`config.mk`:
```
export PLATFORM = sky130hd
export DESIGN_NAME = sbt_service_ctrl
export DESIGN_NICKNAME = d
export VERILOG_FILES = /design/src/hw/sbt_pkg.sv /design/src/hw/sbt_service_ctrl.sv
export SDC_FILE = /design/constraint.sdc
export NUM_CORES = 1
export LEC_CHECK = 0
export ABC_AREA = 0
export BUFFER_PORTS_ARGS = -buffer_cell sky130_fd_sc_hd__buf_2
export CAP_MARGIN = 20
export CELL_PAD_IN_SITES_DETAIL_PLACEMENT = 2
export CELL_PAD_IN_SITES_GLOBAL_PLACEMENT = 2
export CORE_MARGIN = 4
export CORE_UTILIZATION = 37
export DETAILED_ROUTE_END_ITERATION = 10
export PLACE_DENSITY_LB_ADDON = 0.1
export SETUP_SLACK_MARGIN = 0.2
export SKIP_LAST_GASP = 1
export SYNTH_ARGS = -nofsm -noshare
export SYNTH_HDL_FRONTEND = slang
export SYNTH_SLANG_ARGS = --single-unit
```
`constraint.sdc`:
```
create_clock -name sys_clk -period 6.33 [get_ports sys_clk]
set_input_delay 0.9495 -clock sys_clk [delete_from_list [all_inputs] [get_ports sys_clk]]
set_output_delay 0.9495 -clock sys_clk [all_outputs]
set_load 0.02 [all_outputs]
```
`src/hw/sbt_pkg.sv`:
```
// Functional notes
// RL1 - both buttons held 8 s: fault recall, tag
// RL2 - advance shows stored faults, oldest first
// RL3 - test press leaves recall to main menu
// RL4 - test held 1 s then released: test mode
// RL5 - test entry clears anti-short-cycle timer
// RL6 - test mode runs unit without demand
// RL7 - demand with timer: show t, then run steady
// RL8 - demand at test end keeps unit running
// RL9 - no demand: steady C, compressor 5 s
// RL10 - heating 1 s press: timed defrost cycle
// RL11 - defrost test only when coil below 70F
// RL12 - defrost running shows defrost letter
// RL13 - test press ends defrost test at once
// RL14 - heating 5 s hold: continuous defrost until press
// RL15 - steady letter c C h H per demand
// RL16 - demand during timers flashes the letter
// RL17 - no demand shows standby zero
// RL18 - debounce, time hold, decode on release
package sbt_pkg;
   // ==========================================================
   // timing
   localparam int unsigned CLK_NS       = 4;
   localparam int unsigned TICK_NS      = 1_000_000;
   localparam int unsigned TICK_CYC     = TICK_NS / CLK_NS;
   localparam int unsigned TICK_MS      = 1;
   localparam int unsigned FC_HOLD_MS   = 8000;
   localparam int unsigned TEST_HOLD_MS = 1000;
   localparam int unsigned CONT_HOLD_MS = 5000;
   localparam int unsigned RUN_MS       = 5000;
   localparam int unsigned DEF_MAX_MIN  = 14;
   localparam int unsigned ASC_MIN      = 3;
   localparam int unsigned MINRUN_S     = 30;
   localparam int unsigned SHOW_MS      = 500;
   localparam int unsigned BLINK_MS     = 500;
   localparam int unsigned FC_HOLD_T    = FC_HOLD_MS / TICK_MS;
   localparam int unsigned TEST_HOLD_T  = TEST_HOLD_MS / TICK_MS;
   localparam int unsigned CONT_HOLD_T  = CONT_HOLD_MS / TICK_MS;
   localparam int unsigned RUN_T        = RUN_MS / TICK_MS;
   localparam int unsigned DEF_MAX_T    = DEF_MAX_MIN * 60_000 / TICK_MS;
   localparam int unsigned ASC_T        = ASC_MIN * 60_000 / TICK_MS;
   localparam int unsigned MINRUN_T     = MINRUN_S * 1000 / TICK_MS;
   localparam int unsigned SHOW_T       = SHOW_MS / TICK_MS;
   localparam int unsigned BLINK_T      = BLINK_MS / TICK_MS;
   localparam int unsigned TICK_W       = 18;
   localparam int unsigned CNT_W        = 20;
   // ==========================================================
   // coil and history
   localparam logic [7:0]  COIL_EN_F    = 8'h46;
   localparam logic [7:0]  COIL_TERM_F  = 8'h39;
   localparam int unsigned FAULT_DEPTH  = 8;
   localparam int unsigned PTR_W        = 3;
   // ==========================================================
   // registers, byte addresses
   localparam logic [4:0] REG_STATUS  = 5'h00;
   localparam logic [4:0] REG_DISP    = 5'h04;
   localparam logic [4:0] REG_FPUSH   = 5'h08;
   localparam logic [4:0] REG_FCOUNT  = 5'h0C;
   localparam logic [4:0] REG_IRQ_ST  = 5'h10;
   localparam logic [4:0] REG_IRQ_EN  = 5'h14;
   localparam logic [4:0] REG_IRQ_CLR = 5'h18;
   localparam int unsigned IRQ_W      = 5;
   localparam int unsigned IRQ_RECALL = 0;
   localparam int unsigned IRQ_TEST   = 1;
   localparam int unsigned IRQ_DEF    = 2;
   localparam int unsigned IRQ_REFUSE = 3;
   localparam int unsigned IRQ_DEFEND = 4;
   // ==========================================================
   // display characters
   localparam logic [7:0] CH_F     = 8'h46;
   localparam logic [7:0] CH_UC    = 8'h43;
   localparam logic [7:0] CH_LC    = 8'h63;
   localparam logic [7:0] CH_UH    = 8'h48;
   localparam logic [7:0] CH_LH    = 8'h68;
   localparam logic [7:0] CH_T     = 8'h74;
   localparam logic [7:0] CH_D     = 8'h64;
   localparam logic [7:0] CH_ZERO  = 8'h30;
   localparam logic [7:0] CH_ALPHA = 8'h37;
   localparam logic [7:0] CH_BLANK = 8'h20;
   // ==========================================================
   // types
   typedef enum logic [2:0] {
      MD_MAIN, MD_RECALL, MD_TEST_SHOW, MD_TEST_RUN, MD_DEF_TIMED, MD_DEF_CONT
   } sbt_mode_t;

   typedef struct packed {
      logic cool2;
      logic cool1;
      logic heat2;
      logic heat1;
   } sbt_demand_t;

   typedef struct packed {
      logic [7:0] hi;
      logic [7:0] lo;
   } sbt_disp_t;

   typedef struct packed {
      sbt_mode_t                        mode;
      logic [TICK_W-1:0]                tick_cnt;
      logic                             tick;
      logic                             raw_a;
      logic                             raw_t;
      logic                             btn_a;
      logic                             btn_t;
      logic                             used_a;
      logic                             used_t;
      logic [CNT_W-1:0]                 hold;
      logic [CNT_W-1:0]                 mtimer;
      logic [CNT_W-1:0]                 asc;
      logic [CNT_W-1:0]                 minrun;
      logic [CNT_W-1:0]                 blink_cnt;
      logic                             blink;
      logic                             comp;
      logic                             fan;
      logic                             defr;
      logic                             rtag;
      logic [PTR_W-1:0]                 ridx;
      logic [FAULT_DEPTH-1:0][7:0]      hist;
      logic [PTR_W-1:0]                 wptr;
      logic [PTR_W:0]                   fcnt;
      sbt_disp_t                        disp;
      logic [IRQ_W-1:0]                 irq_st;
      logic [IRQ_W-1:0]                 irq_en;
      logic                             irq;
      logic                             wr;
      logic [31:0]                      rdata;
   } sbt_state_t;
endpackage

```
`src/hw/sbt_service_ctrl.sv`:
```
`timescale 1ns/1ps
`default_nettype none
module sbt_service_ctrl #(
   parameter int unsigned TICK_CYC  = sbt_pkg::TICK_CYC,
   parameter int unsigned FC_HOLD   = sbt_pkg::FC_HOLD_T,
   parameter int unsigned CONT_HOLD = sbt_pkg::CONT_HOLD_T,
   parameter int unsigned RUN_T     = sbt_pkg::RUN_T,
   parameter int unsigned DEF_MAX   = sbt_pkg::DEF_MAX_T,
   parameter int unsigned ASC_T     = sbt_pkg::ASC_T,
   parameter int unsigned MINRUN_T  = sbt_pkg::MINRUN_T
) (
   input  wire logic                sys_clk,
   input  wire logic                resetn,
   input  wire logic [4:0]          avs_address,
   input  wire logic                avs_read,
   input  wire logic                avs_write,
   input  wire logic [31:0]         avs_writedata,
   output logic      [31:0]         avs_readdata,
   output logic                     avs_waitrequest,
   input  wire logic                advance_button,
   input  wire logic                test_button,
   input  wire sbt_pkg::sbt_demand_t demand,
   input  wire logic [7:0]          coil_temp,
   output logic                     comp_on,
   output logic                     fan_on,
   output logic                     defrost_on,
   output sbt_pkg::sbt_disp_t       disp,
   output logic                     irq
);
   sbt_pkg::sbt_state_t         q;
   sbt_pkg::sbt_state_t         s;
   logic                        rel;
   logic                        dem;
   logic                        heat;
   logic                        flash;
   logic [sbt_pkg::IRQ_W-1:0]   ev;
   logic [sbt_pkg::IRQ_W-1:0]   clr;
   logic [sbt_pkg::PTR_W-1:0]   oldest;
   logic [7:0]                  code;

   function automatic logic [7:0] hex_ch(input logic [3:0] n);
      hex_ch = (n < 4'hA) ? sbt_pkg::CH_ZERO + {4'h0, n} : sbt_pkg::CH_ALPHA + {4'h0, n};
   endfunction

   assign dem  = |demand;
   assign heat = demand.heat1 | demand.heat2;

   // ==========================================================
   // next state
   always_comb begin
      s      = q;
      s.tick = 1'b0;
      ev     = '0;
      clr    = '0;
      oldest = q.wptr - q.fcnt[sbt_pkg::PTR_W-1:0];
      code   = q.hist[oldest + q.ridx];
      if (q.tick_cnt == sbt_pkg::TICK_W'(TICK_CYC - 1)) begin
         s.tick_cnt = '0;
         s.tick     = 1'b1;
      end else begin
         s.tick_cnt = q.tick_cnt + 1'b1;
      end
      // RL18 debounce and hold
      if (q.tick) begin
         if (advance_button == q.raw_a) begin
            s.btn_a = advance_button;
         end
         if (test_button == q.raw_t) begin
            s.btn_t = test_button;
         end
         s.raw_a = advance_button;
         s.raw_t = test_button;
         if (s.btn_a | s.btn_t) begin
            if (q.hold != '1) begin
               s.hold = q.hold + 1'b1;
            end
            s.used_a = q.used_a | s.btn_a;
            s.used_t = q.used_t | s.btn_t;
         end
         if (q.asc != '0) s.asc = q.asc - 1'b1;
         if (q.minrun != '0) s.minrun = q.minrun - 1'b1;
         if (q.mtimer != '0) s.mtimer = q.mtimer - 1'b1;
         if (q.blink_cnt == '0) begin
            s.blink_cnt = sbt_pkg::CNT_W'(sbt_pkg::BLINK_T - 1);
            s.blink     = ~q.blink;
         end else begin
            s.blink_cnt = q.blink_cnt - 1'b1;
         end
      end
      rel = q.tick & (q.btn_a | q.btn_t) & ~(s.btn_a | s.btn_t);
      if (rel) begin
         s.hold   = '0;
         s.used_a = 1'b0;
         s.used_t = 1'b0;
      end
      // ==========================================================
      // mode timeouts
      if (q.tick && q.mtimer == sbt_pkg::CNT_W'(1)) begin
         unique case (q.mode)
            // RL7 start after letter
            sbt_pkg::MD_TEST_SHOW: begin
               s.mode   = sbt_pkg::MD_MAIN;
               s.comp   = 1'b1;
               s.minrun = sbt_pkg::CNT_W'(MINRUN_T);
            end
            // RL8 normal logic keeps running on demand
            sbt_pkg::MD_TEST_RUN: s.mode = sbt_pkg::MD_MAIN;
            sbt_pkg::MD_DEF_TIMED: begin
               s.mode             = sbt_pkg::MD_MAIN;
               ev[sbt_pkg::IRQ_DEFEND] = 1'b1;
            end
            default: ;
         endcase
      end
      // RL10 coil termination
      if (q.mode == sbt_pkg::MD_DEF_TIMED && coil_temp >= sbt_pkg::COIL_TERM_F) begin
         s.mode             = sbt_pkg::MD_MAIN;
         ev[sbt_pkg::IRQ_DEFEND] = 1'b1;
      end
      // ==========================================================
      // RL18 decode on release
      if (rel) begin
         if (q.mode == sbt_pkg::MD_RECALL) begin
            // RL3 leave recall
            if (q.used_t) begin
               s.mode = sbt_pkg::MD_MAIN;
            // RL2 step oldest first
            end else if (q.rtag) begin
               s.rtag = 1'b0;
               s.ridx = '0;
            end else if (q.fcnt != '0) begin
               s.ridx = ({1'b0, q.ridx} + 1'b1 == q.fcnt) ? '0 : q.ridx + 1'b1;
            end
         // RL1 recall entry
         end else if (q.used_a && q.used_t && q.hold >= sbt_pkg::CNT_W'(FC_HOLD)) begin
            s.mode             = sbt_pkg::MD_RECALL;
            s.rtag             = 1'b1;
            s.ridx             = '0;
            ev[sbt_pkg::IRQ_RECALL] = 1'b1;
         end else if (q.used_t && !q.used_a) begin
            // RL13 RL14 test press ends defrost
            if (q.mode == sbt_pkg::MD_DEF_TIMED || q.mode == sbt_pkg::MD_DEF_CONT) begin
               s.mode             = sbt_pkg::MD_MAIN;
               ev[sbt_pkg::IRQ_DEFEND] = 1'b1;
            // RL14 continuous defrost
            end else if (heat && q.hold >= sbt_pkg::CNT_W'(CONT_HOLD)) begin
               s.mode          = sbt_pkg::MD_DEF_CONT;
               ev[sbt_pkg::IRQ_DEF] = 1'b1;
            end else if (heat && q.hold >= sbt_pkg::CNT_W'(sbt_pkg::TEST_HOLD_T)) begin
               // RL11 coil gate
               if (coil_temp < sbt_pkg::COIL_EN_F) begin
                  s.mode          = sbt_pkg::MD_DEF_TIMED;
                  s.mtimer        = sbt_pkg::CNT_W'(DEF_MAX);
                  ev[sbt_pkg::IRQ_DEF] = 1'b1;
               end else begin
                  ev[sbt_pkg::IRQ_REFUSE] = 1'b1;
               end
            // RL4 test mode entry
            end else if (q.hold >= sbt_pkg::CNT_W'(sbt_pkg::TEST_HOLD_T)) begin
               ev[sbt_pkg::IRQ_TEST] = 1'b1;
               // RL5 clear short-cycle delay
               s.asc    = '0;
               s.minrun = '0;
               if (dem) begin
                  s.mode   = sbt_pkg::MD_TEST_SHOW;
                  s.mtimer = sbt_pkg::CNT_W'(sbt_pkg::SHOW_T);
               end else begin
                  // RL9 timed run
                  s.mode   = sbt_pkg::MD_TEST_RUN;
                  s.mtimer = sbt_pkg::CNT_W'(RUN_T);
                  s.comp   = 1'b1;
               end
            end
         end
      end
      // ==========================================================
      // compressor, fan, defrost
      s.defr = (s.mode == sbt_pkg::MD_DEF_TIMED) || (s.mode == sbt_pkg::MD_DEF_CONT);
      // RL6 forced run
      if (s.mode == sbt_pkg::MD_TEST_RUN || s.defr) begin
         s.comp = 1'b1;
      // RL7 hold off while letter shows
      end else if (s.mode != sbt_pkg::MD_TEST_SHOW && !q.comp && dem && q.asc == '0) begin
         s.comp   = 1'b1;
         s.minrun = sbt_pkg::CNT_W'(MINRUN_T);
      end else if (q.comp && !dem && q.minrun == '0) begin
         s.comp = 1'b0;
         s.asc  = sbt_pkg::CNT_W'(ASC_T);
      end
      s.fan = s.comp & ~s.defr;
      // ==========================================================
      // display
      flash     = dem & ~s.comp & ((s.asc != '0) | (s.minrun != '0));
      s.disp.hi = sbt_pkg::CH_BLANK;
      if (s.mode == sbt_pkg::MD_RECALL) begin
         s.disp.hi = s.rtag ? sbt_pkg::CH_F : hex_ch(code[7:4]);
         s.disp.lo = s.rtag ? sbt_pkg::CH_UC : hex_ch(code[3:0]);
      end else if (s.mode == sbt_pkg::MD_TEST_SHOW) begin
         s.disp.lo = sbt_pkg::CH_T;
      // RL12 defrost letter
      end else if (s.defr) begin
         s.disp.lo = sbt_pkg::CH_D;
      end else if (s.mode == sbt_pkg::MD_TEST_RUN && !dem) begin
         s.disp.lo = sbt_pkg::CH_UC;
      // RL16 flash during timers
      end else if (flash && s.blink) begin
         s.disp.lo = sbt_pkg::CH_BLANK;
      // RL15 demand letters
      end else if (demand.cool2) begin
         s.disp.lo = sbt_pkg::CH_UC;
      end else if (demand.cool1) begin
         s.disp.lo = sbt_pkg::CH_LC;
      end else if (demand.heat2) begin
         s.disp.lo = sbt_pkg::CH_UH;
      end else if (demand.heat1) begin
         s.disp.lo = sbt_pkg::CH_LH;
      // RL17 standby
      end else begin
         s.disp.lo = sbt_pkg::CH_ZERO;
      end
      // ==========================================================
      // bus slave
      s.wr = ~((avs_read | avs_write) & q.wr);
      if (avs_read && q.wr) begin
         unique case (avs_address)
            sbt_pkg::REG_STATUS: s.rdata = {23'h0, flash, q.rtag, q.defr, q.fan, q.comp, 1'b0, q.mode};
            sbt_pkg::REG_DISP:   s.rdata = {16'h0, q.disp};
            sbt_pkg::REG_FCOUNT: s.rdata = {28'h0, q.fcnt};
            sbt_pkg::REG_IRQ_ST: s.rdata = {27'h0, q.irq_st};
            sbt_pkg::REG_IRQ_EN: s.rdata = {27'h0, q.irq_en};
            default:             s.rdata = 32'h0000_0000;
         endcase
      end
      if (avs_write && !q.wr) begin
         unique case (avs_address)
            sbt_pkg::REG_FPUSH: begin
               s.hist[q.wptr] = avs_writedata[7:0];
               s.wptr         = q.wptr + 1'b1;
               if (q.fcnt != (sbt_pkg::PTR_W+1)'(sbt_pkg::FAULT_DEPTH)) s.fcnt = q.fcnt + 1'b1;
            end
            sbt_pkg::REG_IRQ_EN:  s.irq_en = avs_writedata[sbt_pkg::IRQ_W-1:0];
            sbt_pkg::REG_IRQ_CLR: clr      = avs_writedata[sbt_pkg::IRQ_W-1:0];
            default: ;
         endcase
      end
      // set wins over clear
      s.irq_st = (q.irq_st & ~clr) | ev;
      s.irq    = |(s.irq_st & s.irq_en);
   end

   always_ff @(posedge sys_clk) begin
      if (!resetn) begin
         q      <= '0;
         q.mode <= sbt_pkg::MD_MAIN;
         q.wr   <= 1'b1;
         q.disp <= {sbt_pkg::CH_BLANK, sbt_pkg::CH_ZERO};
      end else begin
         q <= s;
      end
   end

   assign avs_readdata    = q.rdata;
   assign avs_waitrequest = q.wr;
   assign comp_on         = q.comp;
   assign fan_on          = q.fan;
   assign defrost_on      = q.defr;
   assign disp            = q.disp;
   assign irq             = q.irq;
endmodule
`default_nettype wire

```
# [Word-level counts from Yosys, hierarchy flattened]
# Cells that the tools add are included.
[totals] regBits=267 latch_bits=0 mem_bits_rw=0 romBits=0 in_bits=55 out_inout_bits=53 wordCells=268 memories=0
[op_classes] n_addsub=16 mul=0 n_div=0 magnitude_cmp=10 n_eq_ne=26 n_shift=0 muxes=106 bitwise_logic=25 n_reduce_logical=47
[op_table] cell="2-to-1 mux 60 bit" count=7
[op_table] cell="2-to-1 mux 20 bit" count=12
[op_table] cell="2-to-1 mux 105 bit" count=1
[op_table] cell="nonzero test 20 bit" count=5
[op_table] cell="2-to-1 mux 7 bit" count=13
[op_table] cell="2-to-1 mux 40 bit" count=2
[op_table] cell="case mux 16 bit (5 select lines)" count=1
[op_table] cell="subtractor 20 x 1 -> 20 bit, second input constant" count=4
[op_table] cell="bitwise mux 64 bit" count=1
[op_table] cell="logical NOT 20 bit" count=3
[op_table] cell="2-to-1 mux 3 bit" count=17
[op_table] cell=">= comparator 20 x 13 -> 1 bit, second input constant" count=2
[op_table] cell="2-to-1 mux 1 bit" count=33
[op_table] cell="2-to-1 mux 5 bit" count=6
[op_table] cell="adder 6 x 4 -> 7 bit, first input constant" count=4
[op_table] cell="binary-select mux 8 bit (select 3 bit)" count=1
[op_table] cell="demux 8 bit (select 3 bit)" count=1
[op_table] cell="2-to-1 mux 4 bit" count=6
[op_table] cell="2-to-1 mux 22 bit" count=1
[op_table] cell="adder 20 x 1 -> 20 bit, second input constant" count=1
[op_table] cell="== test 20 x 1 -> 1 bit, second input constant" count=1
[op_table] cell=">= comparator 20 x 10 -> 1 bit, second input constant" count=1
[op_table] cell="!= test 20 bit, second input constant" count=1
[op_table] cell="adder 18 x 1 -> 18 bit, second input constant" count=1
[op_table] cell="other kinds (44)" count=105

# [Longest topological paths before layout]
# Gate-level depths: netlist (run 1).
[depth] ltp_word=28 depth_mapped=17 ltp_nobuf=16

# [Least setup slack after synthesis (run 1)]
# No wires, ideal clock.
[synth_path] kind="reg-to-reg" from="reg q[65] (netlist bit)" to="reg, netlist name disp[2]" setup_time_ps=65 arrival_time_ps=4701 required_time_ps=6265 path_slack_ps=1563 path_stages_with_launch=17 n_path_buf=1 synth_period_minus_slack_ps=4767 path_cell_list="dfxtp_1 -> inv_1 -> fa_1 -> inv_1 -> fa_1 -> xor2_1 -> xnor2_1 -> xnor2_1 -> buf_2 -> mux4_2 -> mux2i_1 -> ha_1 -> inv_1 -> or4b_2 -> a21oi_1 -> nor2_1 -> nor2_1"
[synth_via] elab_chain_len=8 word_cells_on_any_way=10 classes_between="add/sub: 4; order compare: 1; mux: 5"
[synth_rtl] element="start: declaration" line="sbt_service_ctrl.sv:30" rtl="sbt_pkg::sbt_state_t q;"
[synth_rtl] element="start signal: assignment" line="sbt_service_ctrl.sv:258" rtl="q <= s;"
[synth_rtl] element="subtractor 3 bit *" line="sbt_service_ctrl.sv:55" rtl="oldest = q.wptr - q.fcnt[sbt_pkg::PTR_W-1:0];"
[synth_rtl] element="adder 3 bit *" line="sbt_service_ctrl.sv:56" rtl="code = q.hist[oldest + q.ridx];"
[synth_rtl] element="binary-select mux 8 bit (select 3 bit) *" line="sbt_service_ctrl.sv:56"
[synth_rtl] element="2-to-1 mux 8 bit (not written as such) *" line="sbt_service_ctrl.sv:56"
[synth_rtl] element="adder 6 x 4 -> 7 bit / less-than comparator 4 bit (equally long branches)" line="sbt_service_ctrl.sv:42" rtl="hex_ch = (n < 4'hA) ? sbt_pkg::CH_ZERO + {4'h0, n} : sbt_pkg::CH_ALPHA + {4'h0, n};"
[synth_rtl] element="2-to-1 mux 7 bit *" line="sbt_service_ctrl.sv:42"
[synth_rtl] element="2-to-1 mux 7 bit *" line="sbt_service_ctrl.sv:197" rtl="s.disp.lo = s.rtag ? sbt_pkg::CH_UC : hex_ch(code[3:0]);"
[synth_rtl] element="2-to-1 mux 7 bit *" line="sbt_service_ctrl.sv:195" rtl="if (s.mode == sbt_pkg::MD_RECALL) begin"
# Every way passes the cells marked *; elsewhere a longest branch is shown, timed or not. The select of a mux whose other input is x is not followed.
# A chain may end at the register's enable or synchronous reset.

# [Final worst setup path (run 1)]
[layout_path] from="reg q[65] (netlist bit)" to="reg, netlist name disp[2]"
[layout_via] elab_chain_len=8 word_cells_on_any_way=10 classes_between="add/sub: 4; order compare: 1; mux: 5"
[layout_rtl] element="subtractor 3 bit *" line="sbt_service_ctrl.sv:55"
[layout_rtl] element="adder 3 bit *" line="sbt_service_ctrl.sv:56"
[layout_rtl] element="binary-select mux 8 bit (select 3 bit) *" line="sbt_service_ctrl.sv:56"
[layout_rtl] element="2-to-1 mux 8 bit (not written as such) *" line="sbt_service_ctrl.sv:56"
[layout_rtl] element="adder 6 x 4 -> 7 bit / less-than comparator 4 bit (equally long branches)" line="sbt_service_ctrl.sv:42"
[layout_rtl] element="2-to-1 mux 7 bit *" line="sbt_service_ctrl.sv:42"
[layout_rtl] element="2-to-1 mux 7 bit *" line="sbt_service_ctrl.sv:197"
[layout_rtl] element="2-to-1 mux 7 bit *" line="sbt_service_ctrl.sv:195"
# Marked as above.

==> flow_summary_export.csv, run 1 <==
group,metric,value,unit
synthesis,synth.most_common_cell,"nor2_1",
synthesis,synth.largest_area_cell,"dfxtp_1",
run_status,status,"finished clean",
drt,wl_met3,1010,microns
floorplan,initial_core_util,37.5,%
clock_network,cts_resized,0,
sta,maxSlewHeadroom,30.6,%
setup_path,critPathKind,"reg2reg",
drt,antenna_left,0,
sta,post-route-period-util,74.2,%
cells_and_area,layout.nets,1575,
sta,final-hold-violation-count,0,
synthesis,ys.flop_type,"dfxtp_1",
cells_and_area,area.sequential,4960,sq um
setup_path,worst_path_most_repeated_cell,"inv_1",
sta,holdWs,0.444,ns
sta,tightest_slew,1.04,ns
sta,fmax,0.213,GHz
power_and_ir_drop,internal_power,2800,uW
clock_network,cts_buffers,31,
floorplan,die_height,193,microns
clock_network,post-cts-setup-buffers,0,
cells_and_area,area_growth,12.4,%
grt,grt_pass1_vias,11300,
synthesis,synthCells,1487,
place,place.port_buffers,64,
synthesis,synth_top_area_share,39.3,%
synthesis,synth_area_leaders,"dfxtp_1 39%, nor2_1 8.7%, mux2i_1 6.9%",
drt,routedLengthMet1,17900,microns
clock_network,htreeDepth,1,
sta,rsz0062_at_grt,"false",
drt,drt-vias-per-instance,5.41,
run,maxCapViolCount,0,
sta,setup_viol,0,
sta,min_period,4.70,ns
synthesis,synth.avg_cell_area,8.49,sq um
power_and_ir_drop,p_leak,0.00539,uW
sta,setup_slack,1.63,ns
clock_network,clock_sink_count,248,
clock_network,worstSkewPairLatency,0.59,ns
setup_path,critPathRequiredTime,6.85,ns
power_and_ir_drop,seqPwrFrac,43.5,%
grt,grt_pass1_wl,61900,microns
floorplan,fp.dieArea,37100,sq um
drt,drc_errors,0,
cells_and_area,drive_gt1_share,11.0,%
drt,wl,38700,microns
power_and_ir_drop,p_per_area,257,nW/um^2
drt,vias,10700,
setup_path,path_cells,"inv_1 > fa_1 > inv_1 > fa_1 > xor2_1 > xnor2_1 > xnor2_2 > buf_4 > mux4_2 > mux2i_1 > ha_1 > inv_1 > or4b_2 > a21oi_1 > nor2_1 > nor2_1",
power_and_ir_drop,clkPwrFrac,52.5,%
cells_and_area,diodes,0,
synthesis,synth_cell_types,73,
power_and_ir_drop,peakVddDrop,0.236,mV
setup_path,critical_path.max_stage_delay,0.67,ns
grt,grt_max_degree,96,
sta,fin_skew,0.0129,ns
power_and_ir_drop,comb_power_share,4.0,%
setup_path,cp_slowest_cell,"or4b_2",
power_and_ir_drop,p_sw,845,uW
power_and_ir_drop,finalPower,3640,uW
clock_network,root_buffer,"clkbuf_16",
cells_and_area,fillers,3799,
setup_path,crit_path_end_kind,"flop",
synthesis,yosysWarnings,0,
sta,report.final.slew_viol_count,0,
hold_path,hp-class,"reg2reg",
synthesis,async_flop_share,0,%
cells_and_area,instances_no_fill,1972,
grt,grt_usage,20.7,%
synthesis,syn-cell-area,12600,sq um
grt,grt.overflow.total,0,
grt,antenna_found_initial,0,
synthesis,synth-seq-cells,248,
clock_network,cts_tree,"done",
floorplan,rows,67,
synthesis,synth_seq_area_share,39.3,%
floorplan,io_pins,108,
floorplan,coreArea,33600,sq um
drt,wl_met2,18800,microns
hold_path,min_path_cells,1,
setup_path,reg2reg_depth,16,
place,pre_cts_ws,1.41,ns
drt,first_pass_iters,5,
drt,drtIter0Drc,449,
power_and_ir_drop,swShare,23.2,%
place,placed_cells,1914,
clock_network,clk_path_buf_depth,3,
setup_path,crit_fanout,16,
place,dp_hpwl,27900,microns
setup_path,crit_path_start_kind,"flop",
sta,setup_tns,0,ns
setup_path,arrival,5.21,ns
clock_network,path_clk_slew,0.06,ns
synthesis,synth_common_cells,"292 x nor2_1, 248 x dfxtp_1, 87 x mux2i_1, 87 x nand2_1, 63 x a21oi_1",
floorplan,die_x,193,microns
drt,wl_per_cell,19.6,microns
clock_network,cts_hold_buf,0,
cells_and_area,multiInputGateArea,7010,sq um
synthesis,synth_edf_count,0,
place,gp_congestion,0.801,
drt,top_layer_used,"met4",
==> cells in the final DEF, fill, tap and decap left out, types with 6 or more instances in the layout <==
master	n
xnor2_1	60
o21ai_0	47
nand3b_1	8
or3_1	21
nor2_1	292
nor3_1	61
nor4_1	29
and2_1	8
nand3_1	38
or4_1	8
or2_2	10
mux4_2	17
o21a_1	8
nor2b_1	12
conb_1	19
xor2_1	44
nor4b_1	9
nand4_1	18
buf_4	11
a22oi_1	12
nand2b_1	14
o31a_1	7
clkbuf_16	31
a31oi_1	8
dfxtp_1	248
inv_1	33
nor3b_1	8
ha_1	18
and3_1	11
a21oi_1	63
clkbuf_8	7
nand2_1	87
buf_2	64
a211oi_1	6
mux2i_1	87
==> area by class of cell <==
type / count / area share, %
clock buffers: 43 / 6.28
clock inverters: 14 / 1.58
inverters: 34 / 0.918
multi-input cells: 1110 / 49.4
flip-flops and latches: 248 / 35.0
well taps: 448 / 3.95
repair buffers: 75 / 2.84
==> metal layers <==
layer  up-vias  global-route usage, %
met5         -                      0
met4         0                   5.35
met3        59                   2.55
met2       125                   36.4
met1      5324                   26.9
li1       5159                      -
==> critical path, delay by kind of cell (launching register included) <==
family | cells | cell delay [ns]
muxes | 2 | 0.86
DFF | 1 | 0.45
adders and majority gates | 3 | 1.19
buffers and inverters | 4 | 0.61
AOI/OAI and AO/OA | 1 | 0.15
and+or+nand+nor | 3 | 0.79
xor gates and xnor gates | 3 | 0.59
==> worst paths after layout <==
check | startpoint | end | slack [ns]
max | q[65]$_SDFFE_PN0P_ | disp[2]$_SDFF_PN0_ | 1.63
min | avs_waitrequest$_SDFF_PN1_ | avs_waitrequest$_SDFF_PN1_ | 0.44
max reg2reg | q[65]$_SDFFE_PN0P_ | disp[2]$_SDFF_PN0_ | 1.63
min reg2reg | avs_waitrequest$_SDFF_PN1_ | avs_waitrequest$_SDFF_PN1_ | 0.44
==> cells by family after synthesis <==
kind of cell | share of synthesized area (%)
AOI/OAI and AO/OA | 10.7
muxes | 10.0
and+or+nand+nor | 24.5
buffers and inverters | 5.83
other | 0.0297
xor gates and xnor gates | 7.29
adders and majority gates | 2.26
DFF | 39.3
==> metrics by stage <==
stage | utilization (%) | area [sq um]
2_1_floorplan | - | 12700
3_3_place_gp | 38.8 | 13100
3_5_place_dp | 38.8 | 13100
4_1_cts | 42.2 | 14200
5_1_grt | 42.2 | 14200
6_report | 42.2 | 14200
==> sequential cells by signal (all words and copies together), names as in the netlist <==
register,cells
avs_readdata,15
avs_waitrequest,1
comp_on,1
defrost_on,1
disp,14
fan_on,1
irq,1
q,214
==> power by group through the flow <==
stage | sequential, uW | combinational [uW] | clock, uW
global route | 1590 | 162 | 2040
detailed placement | 1620 | 147 | 0
finish | 1590 | 147 | 1910
floorplan | 1620 | 107 | 0
CTS | 1590 | 149 | 1970
global placement | 1620 | 145 | 0
Power figures use the tool's default switching activity.
==> inputs of run 2 (changes only) <==
Settings changed: ABC_AREA 0 to 1, CORE_UTILIZATION 37 to 30.
Clock period 6.33 ns to 4.1 ns, I/O delays scaled along.
==> flow_summary_export.csv, run 2 <==
group,metric,value,unit
grt,grt_usage,19.8,%
synthesis,synth.largest_area_cell,"dfxtp_1",
grt,grt.overflow.total,0,
place,place.port_buffers,64,
cells_and_area,instances_no_fill,2697,
drt,wl_per_cell,17.8,microns
cells_and_area,fin_util,35.2,%
cells_and_area,layout.nets,2155,
sta,post-route-period-util,88.6,%
place,dp_hpwl,36200,microns
run_status,status,"finished clean",
synthesis,synth_edf_count,0,
sta,setup_viol,0,
cells_and_area,final_cell_mix,"375 x nand2_1, 287 x nor2_1, 258 x inv_1",
cells_and_area,drive_gt1_share,10.4,%
hold_path,hp-class,"in2reg",
synthesis,async_flop_share,0,%
clock_network,worstSkewPairLatency,0.55,ns
floorplan,die_height,221,microns
floorplan,fp.dieArea,48700,sq um
floorplan,io_pins,108,
floorplan,initial_core_util,30.5,%
drt,drtIter0Drc,403,
sta,tightest_slew,0.855,ns
synthesis,synth_seq_area_share,36.6,%
floorplan,die_x,221,microns
sta,min_period,3.63,ns
grt,grt_max_degree,72,
setup_path,arrival,4.11,ns
clock_network,root_buffer,"clkbuf_16",
setup_path,crit_fanout,18,
clock_network,htreeDepth,2,
synthesis,synth.avg_cell_area,6.67,sq um
synthesis,synth_compound_area_share,16.9,%
synthesis,synthAdderAreaFrac,1.96,%
cells_and_area,regMostFlops,"q",
sta,report.final.slew_viol_count,0,
synthesis,synthCells,2032,
hold_path,hold_start,"avs_read",
setup_path,critPathKind,"reg2reg",
floorplan,rows,77,
clock_network,path_clk_slew,0.06,ns
cells_and_area,mostFrequentLayoutCell,"nand2_1",
synthesis,synth_cell_types,54,
synthesis,synth.most_common_cell,"nand2_1",
floorplan,coreArea,44400,sq um
clock_network,clock_sink_count,248,
grt,grt_pass1_wl,77700,microns
drt,wl,48100,microns
cells_and_area,fillers,5352,
drt,antenna_left,0,
synthesis,yosysWarnings,0,
clock_network,cts_buffers,34,
run,maxCapViolCount,0,
synthesis,ys.flop_type,"dfxtp_1",
synthesis,syn-cell-area,13600,sq um
drt,drc_errors,0,
power_and_ir_drop,peakVddDrop,0.312,mV
cells_and_area,largest_reg_flops,214,
cells_and_area,area_growth,15.1,%
setup_path,crit_path_end_kind,"flop",
power_and_ir_drop,p_per_area,379,nW/um^2
grt,antenna_found_initial,1,
setup_path,crit_path_start_kind,"flop",
sta,setup_tns,0,ns
drt,first_pass_iters,6,
sta,maxSlewHeadroom,43.0,%
drt,drt-vias-per-instance,4.95,
setup_path,reg2reg_from,"q[65]$_SDFFE_PN0P_",
power_and_ir_drop,p_leak,0.00667,uW
clock_network,cts_tree,"done",
setup_path,critPathLaunch,"q[65]$_SDFFE_PN0P_",
sta,fmax,0.275,GHz
synthesis,synth_top_area_share,36.6,%
synthesis,synth_top_family_by_area,"simple AND/OR/NAND/NOR gates",
place,placed_cells,2636,
place,gp_congestion,0.808,
grt,grt_pass1_vias,14600,
synthesis,synth_mux_area_share,0,%
synthesis,synth_area_leaders,"dfxtp_1 37%, nand2_1 10%, nor2_1 7.9%",
drt,vias,13300,
sta,final-hold-violation-count,0,
synthesis,synth-seq-cells,248,
clock_network,clk_path_buf_depth,3,
sta,rsz0062_at_grt,"false",
clock_network,cts_hold_buf,0,
synthesis,synth-simple-area-share,28.7,%
synthesis,synth_xor_area_share,3.81,%
setup_path,critPathRequiredTime,4.57,ns
synthesis,synth_common_cells,"375 x nand2_1, 287 x nor2_1, 259 x inv_1, 248 x dfxtp_1, 188 x a21oi_1",
sta,fin_skew,0.0217,ns
run 2: cell types whose count changed in the layout (fill, tap and decap cells not counted), moves of 44 or more:
cell	delta
a21oi_1	+124
inv_1	+225
mux2i_1	-87
nand2_1	+288
nand3_1	+55
o21ai_0	+106
xnor2_1	-44
run 2: kinds of logic after synthesis:
| group | after synthesis |
|---|---|
| compound gates | 417 |
| xor+xnor | 59 |
| fa+ha+maj | 20 |
| buf+inv | 379 |
| flops | 248 |
| other cells | 1 |
| simple gates | 908 |
run 2: stage by stage:
step           worst slack [ns]  cell area (sq um)  hold WS (ns)  total power (uW)
2_1_floorplan             0.577              13600         0.418              2700
3_3_place_gp              0.263              14400         0.431              2780
3_5_place_dp              0.185              14400         0.437              2790
4_1_cts                   0.188              15600         0.245              6030
5_1_grt                   0.223              15600         0.278              6160
6_report                  0.466              15600         0.279              5910
run 2: power breakdown:
| group | switching [uW] | leakage (uW) | internal (uW) |
|---|---|---|---|
| clock network | 1180 | 0.000601 | 1990 |
| registers | 19.5 | 0.00200 | 2430 |
| logic | 214 | 0.00407 | 73.8 |
run 2: timing repair:
action | CTS | global route
pin swaps | 0 | 1
buffers inserted | 0 | 0
setup endpoints to repair | 3 | 11
resized for setup | 2 | 8
run 2: final timing paths:
| path | to | slack [ns] | depth (start not counted) |
|---|---|---|---|
| setup / recovery | disp[6]$_SDFF_PN0_ | 0.47 | 18 |
| hold / removal | avs_waitrequest$_SDFF_PN1_ | 0.28 | 2 |
| setup reg to reg | disp[6]$_SDFF_PN0_ | 0.47 | 18 |
| hold reg to reg | q[73]$_SDFFE_PN0P_ | 0.44 | 2 |
run 2: cell type report:
class / instances / area (sq um) / area share [%]
Tap cell: 592 / 741 / 4.74
Timing Repair Buffer: 101 / 602 / 3.85
Antenna cell: 1 / 2.50 / 0.0160
Sequential cell: 248 / 4970 / 31.8
Multi-Input combinational cell: 1423 / 7070 / 45.3
Clock buffer: 51 / 1070 / 6.83
Clock inverter: 9 / 139 / 0.889
Inverter: 272 / 1030 / 6.57
run 2: worst max-delay path: stages (launching register included):
cell and delay [ns]:
dfxtp_2 0.36, inv_1 0.12, fa_1 0.52, inv_1 0.06, fa_2 0.38, xnor2_1 0.14, xor2_1 0.16, or2_2 0.28
nand2_1 0.15, buf_6 0.20, nor2_1 0.06, a211oi_1 0.24, o32ai_2 0.16, ha_1 0.22, nand2_1 0.09, nand2_1 0.06
nand3_1 0.12, nand2_1 0.08, a31oi_1 0.15
run 2: routing by layer:
metal / vias to the layer above / wire length (microns) / track usage [%]
li1: 6656 / - / -
met1: 6520 / 21100 / 23.4
met2: 105 / 25000 / 37.7
met3: 58 / 1060 / 2.62
met4: 0 / 924 / 5.20
met5: - / 0 / 0
==> inputs of run 3 (changes only) <==
Settings changed: CAP_MARGIN 20 to default, RECOVER_POWER from default to 100, TNS_END_PERCENT from default to 50.
==> flow_summary_export.csv, run 3 (synthesized netlist as in run 2, its figures left out) <==
group,metric,value,unit
drt,drt-vias-per-instance,4.95,
setup_path,critPathKind,"reg2reg",
clock_network,cts_hold_buf,0,
grt,grt_max_degree,72,
sta,final-hold-violation-count,0,
place,dp_hpwl,36200,microns
setup_path,arrival,4.18,ns
setup_path,critPathRequiredTime,4.57,ns
place,placed_cells,2636,
clock_network,clock_sink_count,248,
power_and_ir_drop,peakVddDrop,0.312,mV
clock_network,path_clk_slew,0.06,ns
floorplan,die_height,221,microns
power_and_ir_drop,swShare,24.0,%
sta,rsz0062_at_grt,"true",
floorplan,initial_core_util,30.5,%
cells_and_area,drive_gt1_share,8.27,%
cells_and_area,stdcell_area,15500,sq um
cells_and_area,final_cell_mix,"375 x nand2_1, 287 x nor2_1, 260 x inv_1",
cells_and_area,mostFrequentLayoutCell,"nand2_1",
clock_network,htreeDepth,2,
floorplan,io_pins,108,
floorplan,rows,77,
place,place.port_buffers,64,
sta,fmax,0.270,GHz
sta,min_period,3.71,ns
run_status,status,"finished clean",
sta,setup_slack,0.394,ns
drt,wl_per_cell,17.8,microns
clock_network,root_buffer,"clkbuf_16",
place,place_area,14400,sq um
power_and_ir_drop,seqPwrFrac,41.5,%
grt,grt_pass1_wl,77700,microns
grt,grt_pass1_vias,14600,
drt,drtIter0Drc,381,
setup_path,crit_fanout,18,
drt,drc_errors,0,
clock_network,worstSkewPairLatency,0.55,ns
setup_path,crit_path_end_kind,"flop",
setup_path,crit_path_start_kind,"flop",
power_and_ir_drop,clkPwrFrac,53.7,%
power_and_ir_drop,p_leak,0.00653,uW
drt,wl,48100,microns
floorplan,fp.dieArea,48700,sq um
floorplan,coreArea,44400,sq um
power_and_ir_drop,p_per_area,380,nW/um^2
sta,report.final.slew_viol_count,0,
drt,first_pass_iters,5,
cells_and_area,instances_no_fill,2698,
drt,antenna_left,0,
power_and_ir_drop,internal_power,4490,uW
clock_network,clk_path_buf_depth,3,
grt,grt.overflow.total,0,
floorplan,die_x,221,microns
hold_path,hp-class,"in2reg",
sta,fin_skew,0.0223,ns
sta,tightest_slew,1.45,ns
cells_and_area,largest_reg_flops,214,
power_and_ir_drop,p_sw,1420,uW
place,pre_cts_ws,0.185,ns
drt,vias,13400,
cells_and_area,area_growth,14.6,%
grt,grt_usage,19.8,%
power_and_ir_drop,comb_power_share,4.8,%
sta,setup_tns,0,ns
cells_and_area,regMostFlops,"q",
sta,setup_viol,0,
sta,maxSlewHeadroom,3.24,%
clock_network,cts_tree,"done",
place,gp_congestion,0.808,
grt,antenna_found_initial,1,
cells_and_area,layout.nets,2156,
clock_network,cts_buffers,34,
run,maxCapViolCount,0,
sta,post-route-period-util,90.4,%
-- run 3: cell count changes in the layout (fill, tap and decap cells not counted), sizes merged --
| cell | previous run | this run |
|---|---|---|
| clkbuf | 51 | 94 |
| buf | 101 | 59 |
-- run 3: area by class of cell --
class / count / area, sq um
Antenna cell: 1 / 2.50
Clock buffer: 51 / 1070
Clock inverter: 9 / 139
Fill cell: 5375 / 28900
Inverter: 272 / 1030
Multi-Input combinational cell: 1423 / 7060
Sequential cell: 248 / 4970
Tap cell: 592 / 741
Timing Repair Buffer: 102 / 544
-- run 3: power groups by stage --
stage               combinational, uW  clock, uW  sequential, uW
CTS                               293       3280            2450
floorplan                         201          0            2500
finish                            285       3170            2450
detailed placement                290          0            2500
global placement                  281          0            2500
global route                      320       3390            2450
-- run 3: repair_timing --
action,CTS,global route
pin swaps,0,1
buffers inserted,0,1
gates resized for setup,1,11
setup endpoints to repair,3,11
-- run 3: path summary, 6_finish.rpt --
| kind | cells after the start | to | slack, ns | startpoint |
|---|---|---|---|---|
| max | 18 | disp[6]$_SDFF_PN0_ | 0.39 | q[65]$_SDFFE_PN0P_ |
| min | 2 | avs_waitrequest$_SDFF_PN1_ | 0.28 | avs_read |
| max reg2reg | 18 | disp[6]$_SDFF_PN0_ | 0.39 | q[65]$_SDFFE_PN0P_ |
| min reg2reg | 2 | q[73]$_SDFFE_PN0P_ | 0.44 | q[73]$_SDFFE_PN0P_ |
-- run 3: worst max-delay path, cell delays in order (launching register included) --
cell and delay, ns:
dfxtp_2 0.36, inv_1 0.12, fa_1 0.52, inv_1 0.06
fa_1 0.43, xnor2_1 0.15, xor2_1 0.16, or2_2 0.28
nand2_1 0.16, buf_8 0.18, nor2_1 0.05, a211oi_1 0.23
o32ai_2 0.15, ha_1 0.22, nand2_1 0.09, nand2_1 0.06
nand3_1 0.12, nand2_1 0.08, a31oi_1 0.19
-- run 3: metrics by stage --
step	hold WS [ns]	utilization [%]	power [uW]
CTS	0.245	35.1	6030
global placement	0.431	32.3	2780
global route	0.278	35.0	6160
finish	0.280	35.0	5910
floorplan	0.418	-	2700
detailed placement	0.437	32.3	2790
-- run 3: layer usage --
metal | up-vias | global-route usage, % | share of wire (%)
met5 | - | 0 | 0
met4 | 0 | 5.20 | 2.0
met3 | 58 | 2.62 | 2.2
met2 | 99 | 37.7 | 52
met1 | 6532 | 23.4 | 44
li1 | 6661 | - | -
